File: src/core/scc_pkg.sv
// constants, field layouts and states for the sync, clamp and coast control registers
// Overview of operation
// - hsync polarity override 0 uses detected polarity, 1 uses the hsync input polarity bit
// - hsync input polarity bit: 0 means active low, 1 means active high
// - hsync output polarity: 0 gives a high-going pulse, 1 a low-going pulse
// - active hsync override 1 uses the select bit, 0 follows detected source
// - hsync select: 0 dedicated pin, 1 sync-on-green; applies on override or both present
// - vsync output invert bit: 0 inverts the output, 1 passes it straight
// - active vsync override 1 uses the select bit, 0 follows detected source
// - vsync select: 0 raw vsync, 1 separator vsync; only under override
// - clamp function: 0 clamp timing from hsync, 1 from external clamp input
// - clamp polarity: 0 external clamp active high, 1 active low; internal unaffected
// - coast select: 0 coast from coast input, 1 coast from vsync
// - coast polarity override 0 uses detected polarity, 1 uses coast polarity bit
// - coast polarity bit: 0 active low, 1 active high; resets to 1
// - seek mode override 1 allows low-power mode, 0 forbids it
// - power-down bit active low: 0 powers down, 1 normal; resets to 1
// - red and blue clamp select: 0 ground, 1 midscale; both reset to 0
// - separator counts 5 MHz periods up to threshold before toggling its output
// - lead register: hsync periods before vsync that coast starts; resets to 0
// - trail register: hsync periods coast stays after vsync ends; resets to 0
// - coast blanks hsync toward the clock generator; coast input is asynchronous
// - status reports detected hsync source: 0 dedicated pin, 1 sync-on-green
package scc_pkg;

  localparam logic [7:0] ADDR_SYNC  = 8'h0E;
  localparam logic [7:0] ADDR_CC    = 8'h0F;
  localparam logic [7:0] ADDR_SOG   = 8'h10;
  localparam logic [7:0] ADDR_SEP   = 8'h11;
  localparam logic [7:0] ADDR_LEAD  = 8'h12;
  localparam logic [7:0] ADDR_TRAIL = 8'h13;

  localparam logic [7:0] RST_SYNC  = 8'h40;
  localparam logic [7:0] RST_CC    = 8'h4E;
  localparam logic [7:0] RST_SOG   = 8'h78;
  localparam logic [7:0] RST_SEP   = 8'h20;
  localparam logic [7:0] RST_LEAD  = 8'h00;
  localparam logic [7:0] RST_TRAIL = 8'h00;

  // serial slave address, value is arbitrary
  localparam logic [6:0] DEV_ADDR = 7'h4C;

  localparam int CLK_HZ       = 125_000_000;
  localparam int SEP_TICK_HZ  = 5_000_000;
  localparam int SEP_DIV      = CLK_HZ / SEP_TICK_HZ;
  localparam logic [4:0] SEP_DIV_LAST = 5'(SEP_DIV - 1);

  localparam int RUN_W  = 16;
  localparam int LINE_W = 11;

  typedef struct packed {
    logic hs_pol_ovr;
    logic hs_in_pol;
    logic hs_out_pol;
    logic ahs_ovr;
    logic ahs_sel;
    logic vs_out_keep;
    logic avs_ovr;
    logic avs_sel;
  } scc_sync_ctrl_t;

  typedef struct packed {
    logic clamp_ext;
    logic clamp_pol_low;
    logic coast_from_vs;
    logic coast_pol_ovr;
    logic coast_pol_high;
    logic seek_allow;
    logic full_power_down_n;
    logic unused;
  } scc_cc_ctrl_t;

  typedef struct packed {
    logic [4:0] sog_level;
    logic       red_mid;
    logic       blue_mid;
    logic       sog_lsb;
  } scc_sog_ctrl_t;

  typedef enum logic [3:0] {
    ST_IDLE, ST_ADDR, ST_ACK_ADDR, ST_PTR, ST_ACK_PTR, ST_WR, ST_ACK_WR, ST_RD, ST_ACK_RD
  } scc_ser_state_t;

endpackage : scc_pkg

File: src/core/scc_regs.sv
// serial register bank and sync, clamp and coast path logic
module scc_regs (
  input  wire logic       CLOCK,
  input  wire logic       RESET_N,
  input  wire logic       SCL,
  input  wire logic       SDA_IN,
  output logic            SDA_OUT,
  output logic            SDA_OE,
  input  wire logic       HSYNC_IN,
  input  wire logic       SOG_IN,
  input  wire logic       VSYNC_IN,
  input  wire logic       CLAMP_IN,
  input  wire logic       COAST_IN,
  input  wire logic       HSYNC_PRESENT,
  input  wire logic       SOG_PRESENT,
  input  wire logic       VSYNC_PRESENT,
  output logic            PLL_HSYNC,
  output logic            HSYNC_OUT,
  output logic            VSYNC_OUT,
  output logic            CLAMP,
  output logic            COAST_ACTIVE,
  output logic            ACTIVE_HSYNC_SOURCE_STATUS,
  output logic            ACTIVE_VSYNC_SOURCE_STATUS,
  output logic            HSYNC_POL_DETECT,
  output logic            COAST_POL_DETECT,
  output logic            SEEK_ALLOW,
  output logic            FULL_POWER_DOWN_N,
  output logic [4:0]      SOG_LEVEL,
  output logic            RED_CLAMP_MID,
  output logic            BLUE_CLAMP_MID
);
  scc_pkg::scc_sync_ctrl_t sync_ctrl;
  scc_pkg::scc_cc_ctrl_t   cc_ctrl;
  scc_pkg::scc_sog_ctrl_t  sog_ctrl;
  logic [7:0]              sep_thr;
  logic [7:0]              lead_lines;
  logic [7:0]              trail_lines;
  scc_pkg::scc_ser_state_t state;
  logic                    scl_d;
  logic                    sda_d;
  logic [7:0]              shreg;
  logic [7:0]              tx;
  logic [3:0]              bitcnt;
  logic [7:0]              ptr;
  logic                    rw;
  logic                    nack;
  logic                    wr_stb;
  logic [7:0]              wr_data;
  function automatic logic [7:0] rd_byte(input logic [7:0] a,
                                         input logic [7:0] s, input logic [7:0] c,
                                         input logic [7:0] g, input logic [7:0] t,
                                         input logic [7:0] l, input logic [7:0] r);
    case (a)
      scc_pkg::ADDR_SYNC:  rd_byte = s;
      scc_pkg::ADDR_CC:    rd_byte = {c[7:1], 1'b0};
      scc_pkg::ADDR_SOG:   rd_byte = g;
      scc_pkg::ADDR_SEP:   rd_byte = t;
      scc_pkg::ADDR_LEAD:  rd_byte = l;
      scc_pkg::ADDR_TRAIL: rd_byte = r;
      default:             rd_byte = 8'h00;
    endcase
  endfunction : rd_byte
  // serial port: scl and sda are sampled as plain synchronous levels
  wire scl_rise = SCL & ~scl_d;
  wire scl_fall = ~SCL & scl_d;
  wire start_c  = SCL & scl_d & sda_d & ~SDA_IN;
  wire stop_c   = SCL & scl_d & ~sda_d & SDA_IN;
  wire [7:0] rd_now  = rd_byte(ptr, sync_ctrl, cc_ctrl, sog_ctrl, sep_thr, lead_lines, trail_lines);
  wire [7:0] ptr_inc = ptr + 8'h01;
  wire [7:0] rd_inc  = rd_byte(ptr_inc, sync_ctrl, cc_ctrl, sog_ctrl, sep_thr, lead_lines, trail_lines);
  always_ff @(posedge CLOCK or negedge RESET_N) begin
    if (!RESET_N) begin
      scl_d <= 1'b1;
      sda_d <= 1'b1;
    end else begin
      scl_d <= SCL;
      sda_d <= SDA_IN;
    end
  end

  always_ff @(posedge CLOCK or negedge RESET_N) begin
    if (!RESET_N) begin
      state   <= scc_pkg::ST_IDLE;
      shreg   <= 8'h00;
      tx      <= 8'h00;
      bitcnt  <= 4'h0;
      ptr     <= 8'h00;
      rw      <= 1'b0;
      nack    <= 1'b0;
      wr_stb  <= 1'b0;
      wr_data <= 8'h00;
    end else begin
      wr_stb <= 1'b0;
      if (start_c) begin
        state  <= scc_pkg::ST_ADDR;
        bitcnt <= 4'h0;
      end else if (stop_c) begin
        state <= scc_pkg::ST_IDLE;
      end else if (scl_rise) begin
        if (state == scc_pkg::ST_ADDR || state == scc_pkg::ST_PTR || state == scc_pkg::ST_WR) begin
          shreg  <= {shreg[6:0], SDA_IN};
          bitcnt <= bitcnt + 4'h1;
        end
        if (state == scc_pkg::ST_ACK_RD) begin
          nack <= SDA_IN;
        end
      end else if (scl_fall) begin
        case (state)
          scc_pkg::ST_ADDR: begin
            if (bitcnt == 4'h8) begin
              rw    <= shreg[0];
              state <= (shreg[7:1] == scc_pkg::DEV_ADDR) ? scc_pkg::ST_ACK_ADDR : scc_pkg::ST_IDLE;
            end
          end
          scc_pkg::ST_ACK_ADDR: begin
            bitcnt <= 4'h0;
            tx     <= rd_now;
            state  <= rw ? scc_pkg::ST_RD : scc_pkg::ST_PTR;
          end
          scc_pkg::ST_PTR: begin
            if (bitcnt == 4'h8) begin
              ptr   <= shreg;
              state <= scc_pkg::ST_ACK_PTR;
            end
          end
          scc_pkg::ST_ACK_PTR: begin
            bitcnt <= 4'h0;
            state  <= scc_pkg::ST_WR;
          end
          scc_pkg::ST_WR: begin
            if (bitcnt == 4'h8) begin
              wr_data <= shreg;
              wr_stb  <= 1'b1;
              state   <= scc_pkg::ST_ACK_WR;
            end
          end
          scc_pkg::ST_ACK_WR: begin
            // pointer auto-increments so a burst fills consecutive registers
            ptr    <= ptr_inc;
            bitcnt <= 4'h0;
            state  <= scc_pkg::ST_WR;
          end
          scc_pkg::ST_RD: begin
            if (bitcnt == 4'h7) begin
              state <= scc_pkg::ST_ACK_RD;
            end else begin
              tx     <= {tx[6:0], 1'b0};
              bitcnt <= bitcnt + 4'h1;
            end
          end
          scc_pkg::ST_ACK_RD: begin
            if (nack) begin
              state <= scc_pkg::ST_IDLE;
            end else begin
              ptr    <= ptr_inc;
              tx     <= rd_inc;
              bitcnt <= 4'h0;
              state  <= scc_pkg::ST_RD;
            end
          end
          default: state <= scc_pkg::ST_IDLE;
        endcase
      end
    end
  end
  // open drain: only ever pull low
  assign SDA_OUT = 1'b0;
  assign SDA_OE  = (state == scc_pkg::ST_ACK_ADDR) || (state == scc_pkg::ST_ACK_PTR) ||
                   (state == scc_pkg::ST_ACK_WR) || (state == scc_pkg::ST_RD && !tx[7]);
  // register storage; writes to unmapped pointers are dropped
  always_ff @(posedge CLOCK or negedge RESET_N) begin
    if (!RESET_N) begin
      sync_ctrl   <= scc_pkg::RST_SYNC;
      cc_ctrl     <= scc_pkg::RST_CC;
      sog_ctrl    <= scc_pkg::RST_SOG;
      sep_thr     <= scc_pkg::RST_SEP;
      lead_lines  <= scc_pkg::RST_LEAD;
      trail_lines <= scc_pkg::RST_TRAIL;
    end else if (wr_stb) begin
      case (ptr)
        scc_pkg::ADDR_SYNC:  sync_ctrl   <= wr_data;
        scc_pkg::ADDR_CC:    cc_ctrl     <= {wr_data[7:1], 1'b0};
        scc_pkg::ADDR_SOG:   sog_ctrl    <= wr_data;
        scc_pkg::ADDR_SEP:   sep_thr     <= wr_data;
        scc_pkg::ADDR_LEAD:  lead_lines  <= wr_data;
        scc_pkg::ADDR_TRAIL: trail_lines <= wr_data;
        default:             sep_thr     <= sep_thr;
      endcase
    end
  end
  // polarity detectors for the hsync pin and the coast pin: the shorter level is the pulse
  logic [1:0] det_in;
  logic [1:0] det_pol;
  assign det_in = {COAST_IN, HSYNC_IN};
  generate
    for (genvar i = 0; i < 2; i++) begin : g_pol
      logic             prev;
      logic [scc_pkg::RUN_W-1:0] run;
      logic [scc_pkg::RUN_W-1:0] hi_len;
      logic [scc_pkg::RUN_W-1:0] lo_len;
      always_ff @(posedge CLOCK or negedge RESET_N) begin
        if (!RESET_N) begin
          prev   <= 1'b0;
          run    <= '0;
          hi_len <= '0;
          lo_len <= '0;
        end else begin
          prev <= det_in[i];
          if (det_in[i] != prev) begin
            run <= '0;
            if (prev) begin
              hi_len <= run;
            end else begin
              lo_len <= run;
            end
          end else if (run != '1) begin
            run <= run + 1'b1;
          end
        end
      end
      assign det_pol[i] = hi_len < lo_len;
    end
  endgenerate
  // hsync source and polarity
  logic hs_pol_used;
  logic ahs_auto;
  logic hs_src_sog;
  logic hs_act;
  assign hs_pol_used = sync_ctrl.hs_pol_ovr ? sync_ctrl.hs_in_pol : det_pol[0];
  assign ahs_auto    = !HSYNC_PRESENT && SOG_PRESENT;
  assign hs_src_sog  = (sync_ctrl.ahs_ovr || (HSYNC_PRESENT && SOG_PRESENT)) ?
                       sync_ctrl.ahs_sel : ahs_auto;
  // sliced green sync is taken as negative-going
  assign hs_act      = hs_src_sog ? ~SOG_IN : ~(HSYNC_IN ^ hs_pol_used);
  // 5 MHz count enable for the sync separator
  logic [4:0] div_cnt;
  logic       sep_tick;
  always_ff @(posedge CLOCK or negedge RESET_N) begin
    if (!RESET_N) begin
      div_cnt <= 5'h00;
    end else begin
      div_cnt <= (div_cnt == scc_pkg::SEP_DIV_LAST) ? 5'h00 : div_cnt + 5'h01;
    end
  end
  assign sep_tick = (div_cnt == scc_pkg::SEP_DIV_LAST);
  // separator: output follows the sync only after it has differed for thr+1 ticks
  logic [7:0] sep_cnt;
  logic       sep_vs;
  always_ff @(posedge CLOCK or negedge RESET_N) begin
    if (!RESET_N) begin
      sep_cnt <= 8'h00;
      sep_vs  <= 1'b0;
    end else if (hs_act == sep_vs) begin
      sep_cnt <= 8'h00;
    end else if (sep_tick) begin
      if (sep_cnt >= sep_thr) begin
        sep_vs  <= ~sep_vs;
        sep_cnt <= 8'h00;
      end else begin
        sep_cnt <= sep_cnt + 8'h01;
      end
    end
  end
  // vsync source
  logic avs_auto;
  logic vs_sel;
  assign avs_auto = !VSYNC_PRESENT;
  assign vs_sel   = (sync_ctrl.avs_ovr ? sync_ctrl.avs_sel : avs_auto) ? sep_vs : VSYNC_IN;
  // lead and trail coast window measured in hsync lines
  logic                       hs_d;
  logic                       vs_d;
  logic [scc_pkg::LINE_W-1:0] line_cnt;
  logic [scc_pkg::LINE_W-1:0] frame_len;
  logic [7:0]                 post_cnt;
  wire hs_edge = hs_act & ~hs_d;
  always_ff @(posedge CLOCK or negedge RESET_N) begin
    if (!RESET_N) begin
      hs_d      <= 1'b0;
      vs_d      <= 1'b0;
      line_cnt  <= '0;
      frame_len <= '0;
      post_cnt  <= 8'h00;
    end else begin
      hs_d <= hs_act;
      vs_d <= vs_sel;
      if (vs_sel && !vs_d) begin
        frame_len <= line_cnt;
        line_cnt  <= '0;
      end else if (hs_edge && line_cnt != '1) begin
        line_cnt <= line_cnt + 1'b1;
      end
      if (!vs_sel && vs_d) begin
        post_cnt <= trail_lines;
      end else if (hs_edge && post_cnt != 8'h00) begin
        post_cnt <= post_cnt - 8'h01;
      end
    end
  end
  // lead start predicted from the previous frame length, so the first frame has none
  logic pre_act;
  logic vs_window;
  assign pre_act   = (lead_lines != 8'h00) && (frame_len > scc_pkg::LINE_W'(lead_lines)) &&
                     (line_cnt >= frame_len - scc_pkg::LINE_W'(lead_lines));
  // vs_d covers the cycle in which post_cnt loads, so coast shows no gap as vsync ends
  assign vs_window = vs_sel || (vs_d && trail_lines != 8'h00) || (post_cnt != 8'h00) || pre_act;
  // coast source and polarity
  logic coast_pol_used;
  logic coast_now;
  assign coast_pol_used = cc_ctrl.coast_pol_ovr ? cc_ctrl.coast_pol_high : det_pol[1];
  assign coast_now      = cc_ctrl.coast_from_vs ? vs_window : ~(COAST_IN ^ coast_pol_used);

  // registered outputs
  always_ff @(posedge CLOCK or negedge RESET_N) begin
    if (!RESET_N) begin
      PLL_HSYNC                  <= 1'b0;
      HSYNC_OUT                  <= 1'b0;
      VSYNC_OUT                  <= 1'b0;
      CLAMP                      <= 1'b0;
      COAST_ACTIVE               <= 1'b0;
      ACTIVE_HSYNC_SOURCE_STATUS <= 1'b0;
      ACTIVE_VSYNC_SOURCE_STATUS <= 1'b0;
      HSYNC_POL_DETECT           <= 1'b0;
      COAST_POL_DETECT           <= 1'b0;
    end else begin
      PLL_HSYNC                  <= hs_act & ~coast_now;
      HSYNC_OUT                  <= hs_act ^ sync_ctrl.hs_out_pol;
      VSYNC_OUT                  <= vs_sel ^ ~sync_ctrl.vs_out_keep;
      CLAMP                      <= cc_ctrl.clamp_ext ? (CLAMP_IN ^ cc_ctrl.clamp_pol_low) : hs_act;
      COAST_ACTIVE               <= coast_now;
      ACTIVE_HSYNC_SOURCE_STATUS <= ahs_auto;
      ACTIVE_VSYNC_SOURCE_STATUS <= avs_auto;
      HSYNC_POL_DETECT           <= det_pol[0];
      COAST_POL_DETECT           <= det_pol[1];
    end
  end

  assign SEEK_ALLOW        = cc_ctrl.seek_allow;
  assign FULL_POWER_DOWN_N = cc_ctrl.full_power_down_n;
  assign SOG_LEVEL         = sog_ctrl.sog_level;
  assign RED_CLAMP_MID     = sog_ctrl.red_mid;
  assign BLUE_CLAMP_MID    = sog_ctrl.blue_mid;
endmodule : scc_regs

File: config.mk
export PLATFORM = sky130hd
export DESIGN_NAME = scc_regs
export DESIGN_NICKNAME = d
export VERILOG_FILES = /design/src/core/scc_pkg.sv /design/src/core/scc_regs.sv
export SDC_FILE = /design/constraint.sdc
export NUM_CORES = 1
export LEC_CHECK = 0
export BUFFER_PORTS_ARGS = -buffer_cell sky130_fd_sc_hd__buf_4
export CAP_MARGIN = 20
export CORE_MARGIN = 5
export CORE_UTILIZATION = 25
export DETAILED_ROUTE_END_ITERATION = 8
export PLACE_DENSITY_LB_ADDON = 0.05
export RECOVER_POWER = 50
export SETUP_SLACK_MARGIN = 0.1
export SYNTH_ARGS = -nofsm -noshare
export SYNTH_HDL_FRONTEND = slang
export SYNTH_SLANG_ARGS = --single-unit
File: constraint.sdc
create_clock -name CLOCK -period 7.9 [get_ports CLOCK]
set_input_delay 1.58 -clock CLOCK [delete_from_list [all_inputs] [get_ports CLOCK]]
set_output_delay 1.58 -clock CLOCK [all_outputs]
set_load 0.01 [all_outputs]
==> key figures <==
Run status
  • Run status: finished clean

Clock network
  • Post-CTS Setup Bufs: 0
  • CTS Buf Count: 35
  • Deepest clock path buffer count: 3
  • H-tree Lvls: 2
  • CTS tree: done
  • Resized cells post-CTS: 0
  • Clk sinks: 245
  • CTS Hold Bufs: 0
  • CTS clock-pin slew for the worst setup and hold paths: 50 ps
  • CTS root buffer: clkbuf_16
  • Worst skew pair latency: 530 ps

STA
  • Clock tree skew after final layout: 10.9 ps
  • Setup TNS: 0 ps
  • Final hold viol count: 0
  • Worst-Margin Slew: 1310 ps
  • Worst Hold Margin: 486 ps
  • # setup viols final: 0
  • Fin crit period: 3610 ps
  • RSZ-0062 raised after global routing: no
  • Slew headroom: 12.9%
  • Slew Limit Fails: 0
  • Final WS setup: 4290 ps
  • Max frequency: 277 MHz
  • Crit share post-route: 45.7%

Setup path
  • R2R cell count: 18
  • CP Capture Type: register
  • FF-to-FF End: PLL_HSYNC$_DFF_PN0_
  • RR Startpoint: lead_lines[0]$_DFFE_PN0P_
  • Critical-path cell list: ha_1 -> inv_1 -> fa_1 -> a21o_1 -> a21oi_1 -> o21bai_1 -> a21oi_1 -> o21bai_1 -> a21oi_1 -> nand2_1 -> xor2_1 -> ha_1 -> a211oi_1 -> o21ai_0 -> o221ai_1 -> nand2_1 -> o311ai_0 -> o21a_1
  • CP startpoint kind: register
  • Most frequent CP cell: a21oi_1
  • Critical Path Sink: PLL_HSYNC$_DFF_PN0_
  • Worst Path Arrival: 4080 ps
  • R2R setup slack: 4290 ps
  • Critical Path RT: 8370 ps
  • CP Max Fanout: 5
  • CP max-delay cell: dfrtp_1
  • Crit Path Category: reg2reg
  • Critical path origin: lead_lines[0]$_DFFE_PN0P_
  • CP max stage delay: 430 ps

GRT
  • Congestion Overflow GR: 0
  • First-pass GRT wire length: 59300 microns
  • GRT Util Overall: 13.0%
  • Initial antenna violation count: 0
  • Vias in the first global route: 9868
  • Largest net degree at the start of global routing: 144

Cells and area
  • Final nets: 1400
  • Fin cells: 2022
  • Area Growth Syn to Fin: 15.4%
  • Layout cells sized above 1: 16.3%
  • Core Util, Final: 29.0%
  • # fillers: 5450
  • Antenna cells: 0
  • Design Area, Final: 15200 sq um

Synthesis
  • Number of synthesized flops with an enable pin: 0
  • Synth area leaders: dfrtp_1, mux2_2, ha_1, nand2_1, o21ai_0
  • Post-synth ARST share: 100%
  • Synth top area share: 44.2%
  • Avg Synthesized Cell Area: 10.3 sq um
  • #FFs+latches synth: 245
  • Top FF cell, synth: dfrtp_1
  • Synth Instances: 1283
  • Leading cell type by number of instances after synthesis: dfrtp_1
  • Synthesis Warnings: 0
  • Post-synth net total: 1375
  • Area leader, netlist: dfrtp_1
  • Synth cell types: 75
  • Post-synth top cells: dfrtp_1, mux2_2, nand2_1, nor2_1, inv_1
  • Register area share after synthesis: 46.6%
  • Mapped cell area: 13200 sq um

Power and ir drop
  • Pwr Total: 3.93 mW
  • Power Dens Cells: 258 nW/um^2
  • Leak: 6.81 nW
  • Peak VDD IR: 0.110 mV

Drt
  • DRT Pass-1 Iters: 5
  • Routed Antenna Nets: 0
  • Routed WL per cell: 18.2 microns
  • Routed vias: 9470
  • Drt drc: 0
  • Final Routed Wirelength: 36700 microns
  • Vias per cell: 4.68
  • DR iter-0 viols: 569

Worst hold path
  • Hold_sp: tx[0]$_DFFE_PN0P_
  • Hold Path Class: reg2reg

Run
  • Max cap viols: 0

Die
  • Row cnt: 84
  • Core ar.: 52400 sq um
  • Die Wd: 240 microns
  • # IOs: 32
  • Starting Density: 25.2%
  • Die ar.: 57500 sq um
  • Die Ht: 240 microns

Placement
  • Port bufs: 30
  • Area of placed instances: 14100 sq um
  • Pre-CTS WS: 4260 ps
  • Final HPWL DP: 25600 microns
  • GP Congestion: 0.770
  • Placed cells: 1958
[sequential cells by signal, summed over array words and instances, names as in the netlist, 11 cells and up]
name	flops
g_pol.hi_len	32
frame_len	11
g_pol.run	32
g_pol.lo_len	32
line_cnt	11
[kinds of logic after synthesis]
family	after synthesis	synth area share, %
simple gates	381	14.5
other cells	1	0.0284
compound gates	269	13.3
mux	124	10.5
fa+ha+maj	80	7.64
xor+xnor	53	3.57
flops	245	46.6
buf+inv	130	3.90
[placed cells by master (no fill, tap or decap), drive strengths merged, types with 5 or more instances in the layout]
cell type,count
o21ai,79
a22o,7
mux2i,9
a31oi,22
and2,18
ha,79
nor2,84
nor3,26
o22a,8
a221oi,6
nand2,109
clkbuf,67
nor2b,11
inv,81
dfstp,12
dfrtp,233
or3,8
xnor2,24
mux2,115
a21o,9
nand3,39
a21oi,51
a211oi,5
a22oi,26
o21a,10
a2bb2oi,5
xor2,29
nor4,6
o221ai,9
and3,19
buf,29
nand4,21
nand2b,12
[critical path, delay by kind of cell, from the launching register on]
kind | cells | cell delay [ps]
flops | 1 | 430
xor+xnor | 1 | 150
buf+inv | 1 | 60
compound gates | 11 | 1860
simple gates | 2 | 180
fa+ha+maj | 3 | 880
[area by class of cell]
cell class	instances	area (sq um)	share of cell area, %
tap	688	861	5.65
sequential	245	6150	40.3
clock inverter	4	47.5	0.312
inverter	81	304	2.00
timing repair buffer	37	272	1.78
multi-input combinational	908	6530	42.8
clock buffer	59	1080	7.08
[report_power, final]
part           leakage, nW  internal [mW]  switching [mW]  total, mW
Combinational         2.97          0.353           0.462      0.816
Sequential            3.29           1.38           0.186       1.57
Clock                0.546          0.958           0.588       1.55
[per-layer routing]
| metal | part of all wire, % | wire length (microns) | track usage (%) | vias up |
|---|---|---|---|---|
| met5 | 0 | 0 | 0 | - |
| met2 | 43 | 16000 | 19.7 | 157 |
| met4 | 3.0 | 1100 | 4.25 | 0 |
| li1 | - | - | - | 4636 |
| met1 | 50 | 18400 | 18.8 | 4611 |
| met3 | 3.6 | 1330 | 2.59 | 66 |
[worst min path at each step]
stage / endpoint / slack (ps) / cells past startpoint
final: tx[0]$_DFFE_PN0P_ / 490 / 2
after detailed placement: tx[0]$_DFFE_PN0P_ / 480 / 2
after global placement: tx[1]$_DFFE_PN0P_ / 480 / 2
after floorplan: tx[7]$_DFFE_PN0P_ / 440 / 2
after CTS: tx[0]$_DFFE_PN0P_ / 490 / 2
after global routing: tx[0]$_DFFE_PN0P_ / 510 / 2
Power figures use the tool's default switching activity.
